### src/rtl/acc_pkg.sv
// Constants shared by the conversion clock and start control block.
// Assumes a 32-bit classic Wishbone register bus on the system clock.
package acc_pkg;

    // ========================================================================
    // Register byte offsets
    localparam logic [7:0] ACC_OFS_CLOCK_SETTING  = 8'h00;
    localparam logic [7:0] ACC_OFS_START_CONTROL  = 8'h04;
    localparam logic [7:0] ACC_OFS_TRIGGER_CTRL   = 8'h08;
    localparam logic [7:0] ACC_OFS_STATUS         = 8'h80;

    // ========================================================================
    // Field positions
    localparam int ACC_SH_LSB       = 4;     // Sample-hold code, bits 7:4
    localparam int ACC_DIV_LSB      = 0;     // Prescaler code, bits 2:0
    localparam int ACC_NORMAL_BIT   = 0;     // Normal start, write only
    localparam int ACC_PRIO_BIT     = 1;     // Priority start, write only
    localparam int ACC_NORM_HW_BIT  = 0;     // Normal on external trigger
    localparam int ACC_PRIO_HW_BIT  = 2;     // Priority on external trigger
    localparam int ACC_REF_ON_BIT   = 7;     // Reference power control
    localparam int ACC_BUSY_BIT     = 0;
    localparam int ACC_PRIO_RUN_BIT = 1;
    localparam int ACC_SAMPLE_BIT   = 2;

    // ========================================================================
    // Reset values
    localparam logic [3:0] ACC_SH_RESET  = 4'h0;
    localparam logic [2:0] ACC_DIV_RESET = 3'h0;

    // ========================================================================
    // Timing in conversion clocks
    localparam logic [6:0] ACC_SH_10       = 7'h0A;
    localparam logic [6:0] ACC_SH_20       = 7'h14;
    localparam logic [6:0] ACC_SH_30       = 7'h1E;
    localparam logic [6:0] ACC_SH_40       = 7'h28;
    localparam logic [6:0] ACC_SH_80       = 7'h50;
    localparam logic [6:0] ACC_CONV_REST   = 7'h1E;  // Clocks after sample-hold
    localparam logic [6:0] ACC_MIN_TOTAL   = 7'h28;  // Least conversion length
    localparam logic [2:0] ACC_DIV_MAX_SEL = 3'h3;   // Largest legal prescaler code

    // ========================================================================
    // Conversion sequence, Gray coded along idle-sample-convert-done
    typedef enum logic [1:0] {
        ACC_IDLE    = 2'b00,
        ACC_SAMPLE  = 2'b01,
        ACC_CONVERT = 2'b11,
        ACC_DONE    = 2'b10
    } acc_state_t;

endpackage

### src/rtl/acc_prescaler.sv
// Prescaler that turns the system clock into conversion clock enables.
// Assumes the select code is static while a conversion runs.
`timescale 1ns/100ps
`default_nettype none

module acc_prescaler
    import acc_pkg::*;
(
    input  wire logic       clk_i,
    input  wire logic       rst_i,
    input  wire logic       clear_i,
    input  wire logic [2:0] div_sel_i,
    output logic            tick_o
);

    // ========================================================================
    // Divider count
    logic [2:0] count;
    logic [2:0] next_count;
    logic [2:0] limit;
    logic [2:0] sel_eff;

    // Reserved codes fall back to the slowest legal rate, the safe side
    always_comb begin
        sel_eff    = (div_sel_i > ACC_DIV_MAX_SEL) ? ACC_DIV_MAX_SEL : div_sel_i;
        limit      = 3'((4'h1 << sel_eff) - 4'h1);
        tick_o     = (count >= limit);  // A raised rate ticks at once rather than wrapping the count
        next_count = (clear_i || tick_o) ? 3'h0 : 3'(count + 3'h1);
    end

    // Registers only
    always_ff @(posedge clk_i) begin
        if (rst_i) begin
            count <= 3'h0;
        end else begin
            count <= next_count;
        end
    end

endmodule

`default_nettype wire

### src/rtl/acc_conv_ctrl.sv
// Conversion clock and start control: registers, triggers, sequence timing.
// Assumes a classic Wishbone master and an asynchronous trigger pin.
//
// How it works
// - Sample-hold code picks 10,20,30,40,80 clocks
// - Prescaler code divides system clock 1,2,4,8
// - Every conversion lasts at least forty conversion clocks
// - Priority start write one launches, reads zero
// - Normal start write one launches when idle, reads zero
// - Trigger with both armed starts priority only
`timescale 1ns/100ps
`default_nettype none

module acc_conv_ctrl
    import acc_pkg::*;
(
    input  wire logic        clk_i,
    input  wire logic        rst_i,
    input  wire logic        cyc_i,
    input  wire logic        stb_i,
    input  wire logic        we_i,
    input  wire logic [7:0]  adr_i,
    input  wire logic [3:0]  sel_i,
    input  wire logic [31:0] dat_i,
    output logic      [31:0] dat_o,
    output logic             ack_o,
    input  wire logic        external_trigger_pin_i,
    output logic             reference_power_on_o,
    output logic             conv_tick_o,
    output logic             priority_start_o,
    output logic             normal_start_o,
    output logic             sample_hold_o,
    output logic             conv_busy_o,
    output logic             conv_done_o
);

    // ========================================================================
    // Declarations
    logic [3:0]  sh_sel;
    logic [3:0]  next_sh_sel;
    logic [2:0]  div_sel;
    logic [2:0]  next_div_sel;
    logic        ref_on;
    logic        next_ref_on;
    logic        prio_hw_en;
    logic        next_prio_hw_en;
    logic        norm_hw_en;
    logic        next_norm_hw_en;
    logic [31:0] next_dat;
    logic        next_ack;
    logic        wr_now;
    logic        sw_prio;
    logic        sw_norm;
    logic        next_prio_start;
    logic        next_norm_start;
    logic [2:0]  trg_sync;
    logic        trg_edge;
    acc_state_t  state;
    acc_state_t  next_state;
    logic [6:0]  count;
    logic [6:0]  next_count;
    logic        prio_run;
    logic        next_prio_run;
    logic        next_done;
    logic [6:0]  sh_len;
    logic        tick;
    logic        start_any;

    // ========================================================================
    // Prescaler, restarted on each launch so the first conversion clock is whole
    acc_prescaler u_prescaler (
        .clk_i     (clk_i),
        .rst_i     (rst_i),
        .clear_i   (start_any),
        .div_sel_i (div_sel),
        .tick_o    (tick)
    );

    // ========================================================================
    // Register bus; a write lands on the edge where ack is high
    always_comb begin
        wr_now          = cyc_i && stb_i && we_i && ack_o;
        next_ack        = cyc_i && stb_i && !ack_o;
        next_sh_sel     = sh_sel;
        next_div_sel    = div_sel;
        next_ref_on     = ref_on;
        next_prio_hw_en = prio_hw_en;
        next_norm_hw_en = norm_hw_en;
        sw_prio         = 1'b0;
        sw_norm         = 1'b0;
        next_dat        = dat_o;
        if (wr_now && sel_i[0]) begin
            case (adr_i)
                ACC_OFS_CLOCK_SETTING: begin
                    next_sh_sel  = dat_i[ACC_SH_LSB +: 4];
                    next_div_sel = dat_i[ACC_DIV_LSB +: 3];
                end
                ACC_OFS_START_CONTROL: begin
                    sw_prio = dat_i[ACC_PRIO_BIT];
                    sw_norm = dat_i[ACC_NORMAL_BIT];
                end
                ACC_OFS_TRIGGER_CTRL: begin
                    next_ref_on     = dat_i[ACC_REF_ON_BIT];
                    next_prio_hw_en = dat_i[ACC_PRIO_HW_BIT];
                    next_norm_hw_en = dat_i[ACC_NORM_HW_BIT];
                end
                default: begin
                end
            endcase
        end
        // Read data is captured as ack rises and held through the ack cycle
        if (next_ack) begin
            next_dat = 32'h0000_0000;
            case (adr_i)
                ACC_OFS_CLOCK_SETTING: begin
                    next_dat[ACC_SH_LSB +: 4]  = sh_sel;
                    next_dat[ACC_DIV_LSB +: 3] = div_sel;
                end
                ACC_OFS_TRIGGER_CTRL: begin
                    next_dat[ACC_REF_ON_BIT]  = ref_on;
                    next_dat[ACC_PRIO_HW_BIT] = prio_hw_en;
                    next_dat[ACC_NORM_HW_BIT] = norm_hw_en;
                end
                ACC_OFS_STATUS: begin
                    next_dat[ACC_BUSY_BIT]     = conv_busy_o;
                    next_dat[ACC_PRIO_RUN_BIT] = prio_run;
                    next_dat[ACC_SAMPLE_BIT]   = sample_hold_o;
                end
                default: begin
                    next_dat = 32'h0000_0000;  // Start bits and unmapped space read zero
                end
            endcase
        end
    end

    // ========================================================================
    // Trigger edge; stage one is only read by stage two
    always_comb begin
        trg_edge = trg_sync[1] && !trg_sync[2];
        // Priority takes the trigger outright when both are armed
        next_prio_start = sw_prio || (trg_edge && prio_hw_en);
        next_norm_start = sw_norm || (trg_edge && norm_hw_en && !prio_hw_en);
        start_any       = priority_start_o || normal_start_o;
    end

    // ========================================================================
    // Conversion sequence timing in conversion clocks
    always_comb begin
        case (sh_sel)
            4'h0:    sh_len = ACC_SH_10;
            4'h1:    sh_len = ACC_SH_20;
            4'h2:    sh_len = ACC_SH_30;
            4'h3:    sh_len = ACC_SH_40;
            default: sh_len = ACC_SH_80;  // Reserved codes take the longest hold
        endcase
        next_state    = state;
        next_count    = count;
        next_prio_run = prio_run;
        next_done     = 1'b0;
        // A priority start preempts; a normal start is dropped unless idle
        if (priority_start_o || (normal_start_o && state == ACC_IDLE)) begin
            next_state    = ACC_SAMPLE;
            next_count    = 7'h00;
            next_prio_run = priority_start_o;
        end else begin
            case (state)
                ACC_IDLE: begin
                    next_count = 7'h00;
                end
                ACC_SAMPLE: begin
                    if (tick) begin
                        next_count = 7'(count + 7'h01);
                        if (next_count == sh_len) begin
                            next_state = ACC_CONVERT;
                        end
                    end
                end
                ACC_CONVERT: begin
                    // Hold plus rest never drops under the least length
                    if (tick) begin
                        next_count = 7'(count + 7'h01);
                        if (next_count >= 7'(sh_len + ACC_CONV_REST) && next_count >= ACC_MIN_TOTAL) begin
                            next_state = ACC_DONE;
                        end
                    end
                end
                ACC_DONE: begin
                    next_state    = ACC_IDLE;
                    next_done     = 1'b1;
                    next_prio_run = 1'b0;
                end
                default: begin
                    next_state = ACC_IDLE;
                end
            endcase
        end
    end

    // ========================================================================
    // Registers only
    always_ff @(posedge clk_i) begin
        if (rst_i) begin
            sh_sel           <= ACC_SH_RESET;
            div_sel          <= ACC_DIV_RESET;
            ref_on           <= 1'b0;
            prio_hw_en       <= 1'b0;
            norm_hw_en       <= 1'b0;
            dat_o            <= 32'h0000_0000;
            ack_o            <= 1'b0;
            trg_sync         <= 3'h0;
            priority_start_o <= 1'b0;
            normal_start_o   <= 1'b0;
            state            <= ACC_IDLE;
            count            <= 7'h00;
            prio_run         <= 1'b0;
            conv_done_o      <= 1'b0;
        end else begin
            sh_sel           <= next_sh_sel;
            div_sel          <= next_div_sel;
            ref_on           <= next_ref_on;
            prio_hw_en       <= next_prio_hw_en;
            norm_hw_en       <= next_norm_hw_en;
            dat_o            <= next_dat;
            ack_o            <= next_ack;
            trg_sync         <= {trg_sync[1:0], external_trigger_pin_i};
            priority_start_o <= next_prio_start;
            normal_start_o   <= next_norm_start;
            state            <= next_state;
            count            <= next_count;
            prio_run         <= next_prio_run;
            conv_done_o      <= next_done;
        end
    end

    // ========================================================================
    // Status outputs
    assign reference_power_on_o = ref_on;
    assign conv_tick_o          = tick;
    assign sample_hold_o        = (state == ACC_SAMPLE);
    assign conv_busy_o          = (state != ACC_IDLE);

endmodule

`default_nettype wire

### config.mk
export PLATFORM = sky130hd
export DESIGN_NAME = acc_conv_ctrl
export DESIGN_NICKNAME = d
export VERILOG_FILES = /design/src/rtl/acc_pkg.sv /design/src/rtl/acc_prescaler.sv /design/src/rtl/acc_conv_ctrl.sv
export SDC_FILE = /design/constraint.sdc
export NUM_CORES = 1
export LEC_CHECK = 0
export BUFFER_PORTS_ARGS = -buffer_cell sky130_fd_sc_hd__buf_2
export CAP_MARGIN = 25
export CORE_ASPECT_RATIO = 2
export CORE_MARGIN = 10
export CORE_UTILIZATION = 40
export CTS_BUF_LIST = sky130_fd_sc_hd__clkbuf_2
export DETAILED_ROUTE_END_ITERATION = 7
export GPL_TIMING_DRIVEN = 0
export PLACE_DENSITY_LB_ADDON = 0.05
export SYNTH_ARGS = -nofsm -noshare
export SYNTH_HDL_FRONTEND = slang
export SYNTH_SLANG_ARGS = --single-unit
### constraint.sdc
create_clock -name clk_i -period 2.7 [get_ports clk_i]
set_input_delay 0.27 -clock clk_i [delete_from_list [all_inputs] [get_ports clk_i]]
set_output_delay 0.27 -clock clk_i [all_outputs]
set_load 0.005 [all_outputs]
# ---- Word-level counts from Yosys, hierarchy flattened
# Index checks and enable logic that the tools add are counted.
dict set report totals {
  register_bits 37
  inputBits 50
  out_inout_bits 40
  wordCells 101
}
dict set report classes {
  add_sub_neg 4
  order_cmp 4
  n_eq_ne 19
  shifts 1
  n_mux 22
  n_reduce_logical 35
}
# operator n
set op_table {}
lappend op_table {{one-hot mux 7 bit (4 select lines)} 1}
lappend op_table {{one-hot mux 7 bit (2 select lines)} 1}
lappend op_table {{logical AND 1 bit} 11}
lappend op_table {{AND reduction 5 bit} 2}
lappend op_table {{== test 4 x 2 -> 1 bit (second input constant)} 2}
lappend op_table {{== test 8 x 3 -> 1 bit (second input constant)} 1}
lappend op_table {{== test 8 x 4 -> 1 bit (second input constant)} 1}
lappend op_table {{== test 8 bit (second input constant)} 1}
lappend op_table {{zero test 8 bit} 1}
lappend op_table {{2-to-1 mux 1 bit} 8}
lappend op_table {{2-to-1 mux 2 bit} 4}
lappend op_table {{adder 7 x 1 -> 7 bit (second input constant)} 1}
lappend op_table {{adder 7 x 5 -> 7 bit (second input constant)} 1}
lappend op_table {{== test 7 bit} 1}
lappend op_table {{greater-or-equal comparator 7 x 6 -> 1 bit (second input constant)} 1}
lappend op_table {{greater-or-equal comparator 7 bit} 1}
lappend op_table {{2-to-1 mux 7 bit} 1}
lappend op_table {{2-to-1 mux 3 bit} 2}
lappend op_table {{inequality test 2 bit (second input constant)} 3}
lappend op_table {{inequality test 3 bit (second input constant)} 2}
lappend op_table {{one-hot mux 1 bit (3 select lines)} 2}
lappend op_table {{one-hot mux 2 bit (3 select lines)} 1}
lappend op_table {{AND reduction 2 bit} 3}
lappend op_table {{nonzero test 2 bit} 3}
lappend op_table {{19 further kinds} 30}

# ---- Longest topological paths before layout
dict set report logic_depth {
  ltp_word 9
  depth_mapped 11
  mapped_depth_nobuf 11
}

# ---- By module
# From an unflattened synthesis, not the netlist that was laid out.
dict set report hier_totals {
  hier_cells 256
  hier_area_um2 2308.5
}
# module n_inst cells_each area_per_inst_um2 seq_area_each_um2
set by_module_without_submodules {}
lappend by_module_without_submodules {acc_conv_ctrl 1 233 2079.5 680.7}
lappend by_module_without_submodules {acc_prescaler 1 23 229.0 60.1}

# ---- Least setup slack after synthesis
# OpenSTA, ideal clock, no wires.
dict set report synth_timing {
  kind {register to register}
  from {register div_sel[0]}
  to {register u_prescaler.count[2]}
  setup_time_ps 65
  arrival_ps 2290
  required_time_ps 2635
  slack_ps 345
  path_stages_with_launch 10
  cell_sequence {dfxtp_1 or3_1 ha_1 xnor2_1 ha_1 a21oi_1 o21a_1 inv_1 or4_1 nor2_1}
}
dict set report synth_between {
  elab_chain_cells 7
}
# item line
set synth_lines {}
lappend synth_lines {{start: declaration} acc_conv_ctrl.sv:41} ;# logic [2:0] div_sel;
lappend synth_lines {{start signal: assignment} acc_conv_ctrl.sv:219} ;# div_sel <= next_div_sel;
lappend synth_lines {{greater-than comparator 3 x 2 -> 1 bit} acc_prescaler.sv:25} ;# sel_eff = (div_sel_i > ACC_DIV_MAX_SEL) ? ACC_DIV_MAX_SEL : div_sel_i;
lappend synth_lines {{2-to-1 mux 3 bit (*)} acc_prescaler.sv:25}
lappend synth_lines {{left shift 1 x 3 -> 3 bit (*)} acc_prescaler.sv:26} ;# limit = 3'((4'h1 << sel_eff) - 4'h1);
lappend synth_lines {{subtractor 3 x 1 -> 3 bit (*)} acc_prescaler.sv:26}
lappend synth_lines {{greater-or-equal comparator 3 bit (*)} acc_prescaler.sv:27} ;# tick_o = (count >= limit);
lappend synth_lines {{named net conv_tick_o} acc_conv_ctrl.sv:29} ;# output logic conv_tick_o,
lappend synth_lines {{logical OR 1 bit (*)} acc_prescaler.sv:28} ;# next_count = (clear_i || tick_o) ? 3'h0 : 3'(count + 3'h1);
lappend synth_lines {{OR reduction 2 bit (no source line) (*)} -}
lappend synth_lines {{end signal: assignment} acc_prescaler.sv:36} ;# count <= next_count;
lappend synth_lines {{end: declaration} acc_prescaler.sv:18} ;# logic [2:0] count;
# Mark *: on every way through the listed nets, which the timed path passes. The rest lies on a longest branch.
# A chain may end at the register's enable or synchronous reset.

# ---- Worst setup path in the final report
dict set report layout_timing {
  from {register count[3]}
  to {register state[0]}
}
dict set report layout_between {
  elab_chain_cells 5
  elab_cells_between_ends 8
  cone_classes {add/sub: 1; order compare: 2; eq/ne: 3; reduce/logical: 2}
}
# item line
set layout_lines {}
lappend layout_lines {{start: declaration} acc_conv_ctrl.sv:60} ;# logic [6:0] count;
lappend layout_lines {{start signal: assignment} acc_conv_ctrl.sv:229} ;# count <= next_count;
lappend layout_lines {{adder 7 x 1 -> 7 bit (*)} {acc_conv_ctrl.sv:172, acc_conv_ctrl.sv:181}}
lappend layout_lines {{greater-or-equal comparator 7 bit or greater-or-equal comparator 7 x 6 -> 1 bit (tied branches)} acc_conv_ctrl.sv:182} ;# if (next_count >= 7'(sh_len + ACC_CONV_REST) && next_count >= ACC_MIN_TOTAL) begin
lappend layout_lines {{logical AND 1 bit} acc_conv_ctrl.sv:182}
lappend layout_lines {{inequality test 3 bit (no source line)} -}
lappend layout_lines {{AND reduction 5 bit (no source line) (*)} -}
lappend layout_lines {{end signal: assignment} acc_conv_ctrl.sv:228} ;# state <= next_state;
lappend layout_lines {{end: declaration} acc_conv_ctrl.sv:58} ;# acc_state_t state;
# Every way passes the cells marked *; elsewhere a longest branch is shown, timed or not.

==> summary.md <==
| Metric | Value |
|---|---|
| Async SR Flop Fraction | 0% |
| Cells on Worst Hold Path | 2 |
| CTS tree | built |
| Switching fraction of total power | 23.92% |
| H-tree Lvls | 2 |
| Leakage Power | 1.239 nW |
| Syn Area/Cell | 8.137 µm² |
| Kind of end point of the critical path | flop |
| Post-Syn Instances | 276 |
| P per Cell Area | 359.2 nW/µm² |
| Initial antenna violation count | 0 |
| Gate family responsible for the most delay along the worst path | compound AO/OA/AOI/OAI gates |
| Placed cell count | 395 |
| Skew-Pair Late Insertion Delay | 0.41 ns |
| Area of the die | 9194 µm² |
| Total negative slack for setup checks | 0 ns |
| Clock-pin transition on the worst setup and hold timing paths | 0.19 ns |
| Core region area | 5420 µm² |
| Number of hold buffers added after cts | 0 |
| Diodes inserted | 0 |
| Final period utilization | 95.08% |
| Fraction of power consumed by the clock network | 35.8% |
| Area share of the leading cell type in the synthesized netlist | 32.98% |
| Library cell used as clock root buffer | clkbuf_2 |
| Headroom to the max-slew limit | 54.35% |
| Overall die height | 126.0 µm |
| Number of DRC markers in iteration 0 | 88 |
| Register area share after synthesis | 32.98% |
| Transition time at the pin with the least slew margin | 0.6823 ns |
| Global-route total usage across every layer | 13.11% |
| Pin count of the biggest net entering global routing | 12 |
| Ys Warns | 0 |
| Mean number of vias per cell | 5.135 |
| Number of enable-type register cells in the synthesized netlist | 0 |
| Final RePlAce weighted congestion | 0.8168 |
| Predominant post-synthesis flop cell | dfxtp_1 |
| Syn-to-layout area delta | 21.62% |
| Placement Rows | 38 |
| Via count of the first global-routing pass | 2086 |
| Number of max-cap violations | 0 |
| Summed area of non-filler cells in the final layout | 2731 µm² |
| Number of primary I/O pins | 90 |
| Overall power | 0.9812 mW |
| Final setup viols | 0 |
| Result of the run | finished clean |
| Average wire per cell in the routed design | 14.57 µm |
| Peak clock frequency supported by timing | 389.5 MHz |
| Buffers & Inverters on Critical Path | 0 |
| Fraction of power consumed by combinational cells | 8.3% |
| Class of the tightest hold or removal check | input port to flop |
| Global-route wire length before repair | 9.811 mm |
| Cell types occupying the most area after synthesis | dfxtp_1 33%, buf_4 8.4%, ha_1 7.2% |
| Initial Utilization | 41.44% |
| Reg2reg end | state[0] |
| Buffers from clock root to sink, at most | 2 |
| Switching power | 0.2347 mW |
| Post-synthesis cell type with the largest combined area | dfxtp_1 |
| Total vias in the final route | 2095 |
| Sum of net half-perimeters after detailed placement | 4.823 mm |
| TritonCTS sink count | 37 |
| Sequential group share of total power | 55.9% |
| Hold Path End | trg_sync[0] |
| Critical path, cell by cell | nand3_2 > or3_2 > nand2_1 > ha_1 > a21o_1 > a211o_1 > a41oi_1 > a311oi_2 > a311oi_1 |
| Count of cell types in the netlist | 53 |
| Required time of the critical path | 3.04 ns |
| Slowest CP cell | or3_2 |
| Final critical path time including I/O delays and setup | 2.567 ns |
| Worst clock skew | 0.02121 ns |
| Min-Delay Startpoint | external_trigger_pin_i |
| Maximum ir drop on the vdd rail | 0.3323 mV |
| Internal Dissipation | 0.7465 mW |
| Final instance count without filler cells | 408 |
| Post-synthesis cell area | 2246 µm² |
| Number of buffers inserted during clock tree synthesis | 5 |
| Gr ovfl total | 0 |
| Floorplan die width | 72.99 µm |
| Antenna Violating Nets Remaining | 0 |
| Worst reg2reg startpoint | count[3] |
| Final hold violation count | 0 |
| Wire length after detailed routing | 5.944 mm |
| Drt drc | 0 |
| Number of buffers added on ports | 35 |
| Max incr delay on CP | 0.52 ns |
| Seq cells post-synth | 37 |
| Worst EP arrival | 2.91 ns |
| Number of pins with negative max-slew slack in the final report | 0 |
| Share of layout cells above drive strength 1 | 29.31% |
| Router iterations before antenna repair | 4 |
| Crit path launch type | flop |
| Max FO, Critical Path | 7 |
| Type of the worst setup path | flop to flop |
| Placed standard-cell area | 2586 µm² |
| Register-to-register setup slack | 0.13 ns |
| Final-stage net count | 410 |
| Reg2reg path depth | 9 |
[cell usage after synthesis, drive strengths merged (5+ instances only)]
master and n:
or3 6, mux2i 6, and3 6, clkbuf 5, nand3 18, buf 28
o21ai 8, nor2 24, inv 15, nand2 24, dfxtp 37, a21oi 24
xnor2 5, ha 13, nor2b 5
[worst max path at each step]
| stage | slack (ns) | depth (start not counted) | startpoint | end |
|---|---|---|---|---|
| floorplan | 0.35 | 9 | div_sel[0] | u_prescaler.count[2] |
| global placement | 0.01 | 10 | sh_sel[2] | state[0] |
| detailed placement | -0.02 | 10 | sh_sel[2] | state[0] |
| CTS | 0.006 | 8 | div_sel[1] | conv_tick_o |
| global route | -0.002 | 8 | div_sel[1] | conv_tick_o |
| finish | 0.13 | 9 | count[3] | state[0] |
[routing by layer]
metal  GRT usage [%]  vias up  wire length (µm)
met5               0        -                 0
met4           6.292        0               132
met3           3.302        9               234
met2           25.11       38              3473
met1           11.80      979              2104
li1                -     1069                 -
[worst register-to-register path: cells and delay by family (launching register included)]
kind	cells	cell delay (ns)
flops	1	0.43
simple gates	3	0.81
compound gates	5	1.04
fa+ha+maj	1	0.24
[cell type report]
cell class / count / area (µm²)
clock inverter: 2 / 33.78
timing repair buffer: 40 / 212.7
buffer: 33 / 221.5
multi-input combinational: 215 / 1346
fill: 584 / 2689
sequential: 37 / 755.7
tap: 60 / 75.07
inverter: 15 / 56.30
clock buffer: 6 / 30.03
[sequential cells by signal, indices dropped and copies added, names as in the netlist]
| register | flops |
|---|---|
| div_sel | 3 |
| norm_hw_en | 1 |
| count | 7 |
| normal_start_o | 1 |
| u_prescaler.count | 3 |
| dat_o | 7 |
| state | 2 |
| reference_power_on_o | 1 |
| priority_start_o | 1 |
| ack_o | 1 |
| trg_sync | 3 |
| sh_sel | 4 |
| prio_run | 1 |
| prio_hw_en | 1 |
| conv_done_o | 1 |
[metrics by stage]
stage / util (%) / worst slack, ns / hold WS [ns]
after floorplan: - / 0.3453 / 0.3982
after global placement: 47.71 / 0.01270 / 0.4300
after detailed placement: 47.71 / -0.02031 / 0.4370
after CTS: 49.03 / 0.005832 / 0.05326
after global routing: 50.39 / -0.001679 / 0.06254
final: 50.39 / 0.1327 / 0.07422
[cell families after synthesis]
logic type               after synthesis  share of synthesized area, %
multiplexers                           7                         3.176
flip-flops                            37                         32.98
adder cells (fa/ha/maj)               13                         7.243
AND/OR/NAND/NOR                      106                         24.96
XOR/XNOR                               8                         3.120
AO/OA/AOI/OAI                         56                         15.99
buffers and inverters                 48                         12.37
other                                  1                        0.1670
[cell usage in the layout (no fill, tap or decap), types with 4 or more instances in the layout]
cell type	netlist	layout
a21oi_1	24	23
and3_1	5	5
buf_2	3	38
buf_4	25	30
clkbuf_1	5	5
clkbuf_2	0	6
conb_1	1	25
dfxtp_1	37	29
dfxtp_2	0	6
ha_1	13	11
inv_1	15	14
mux2i_1	6	6
nand2_1	24	24
nand3_1	17	17
nor2_1	24	23
nor2b_1	5	5
nor4_1	4	4
o21ai_0	8	7
xnor2_1	5	5
[power by group through the flow]
| stage | Sequential, mW | Combinational, mW | Clock [mW] |
|---|---|---|---|
| after floorplan | 0.561 | 0.0535 | 0 |
| after global placement | 0.562 | 0.0792 | 0 |
| after detailed placement | 0.562 | 0.0793 | 0 |
| after CTS | 0.551 | 0.0794 | 0.362 |
| after global routing | 0.549 | 0.0918 | 0.379 |
| final | 0.548 | 0.0819 | 0.351 |
[timing repair]
action,CTS,global route
cloned,0,0
setup buffers,0,5
pin swaps,0,2
setup endpoints to repair,3,4
resized for setup,5,15
(Power assumes the default switching activity.)
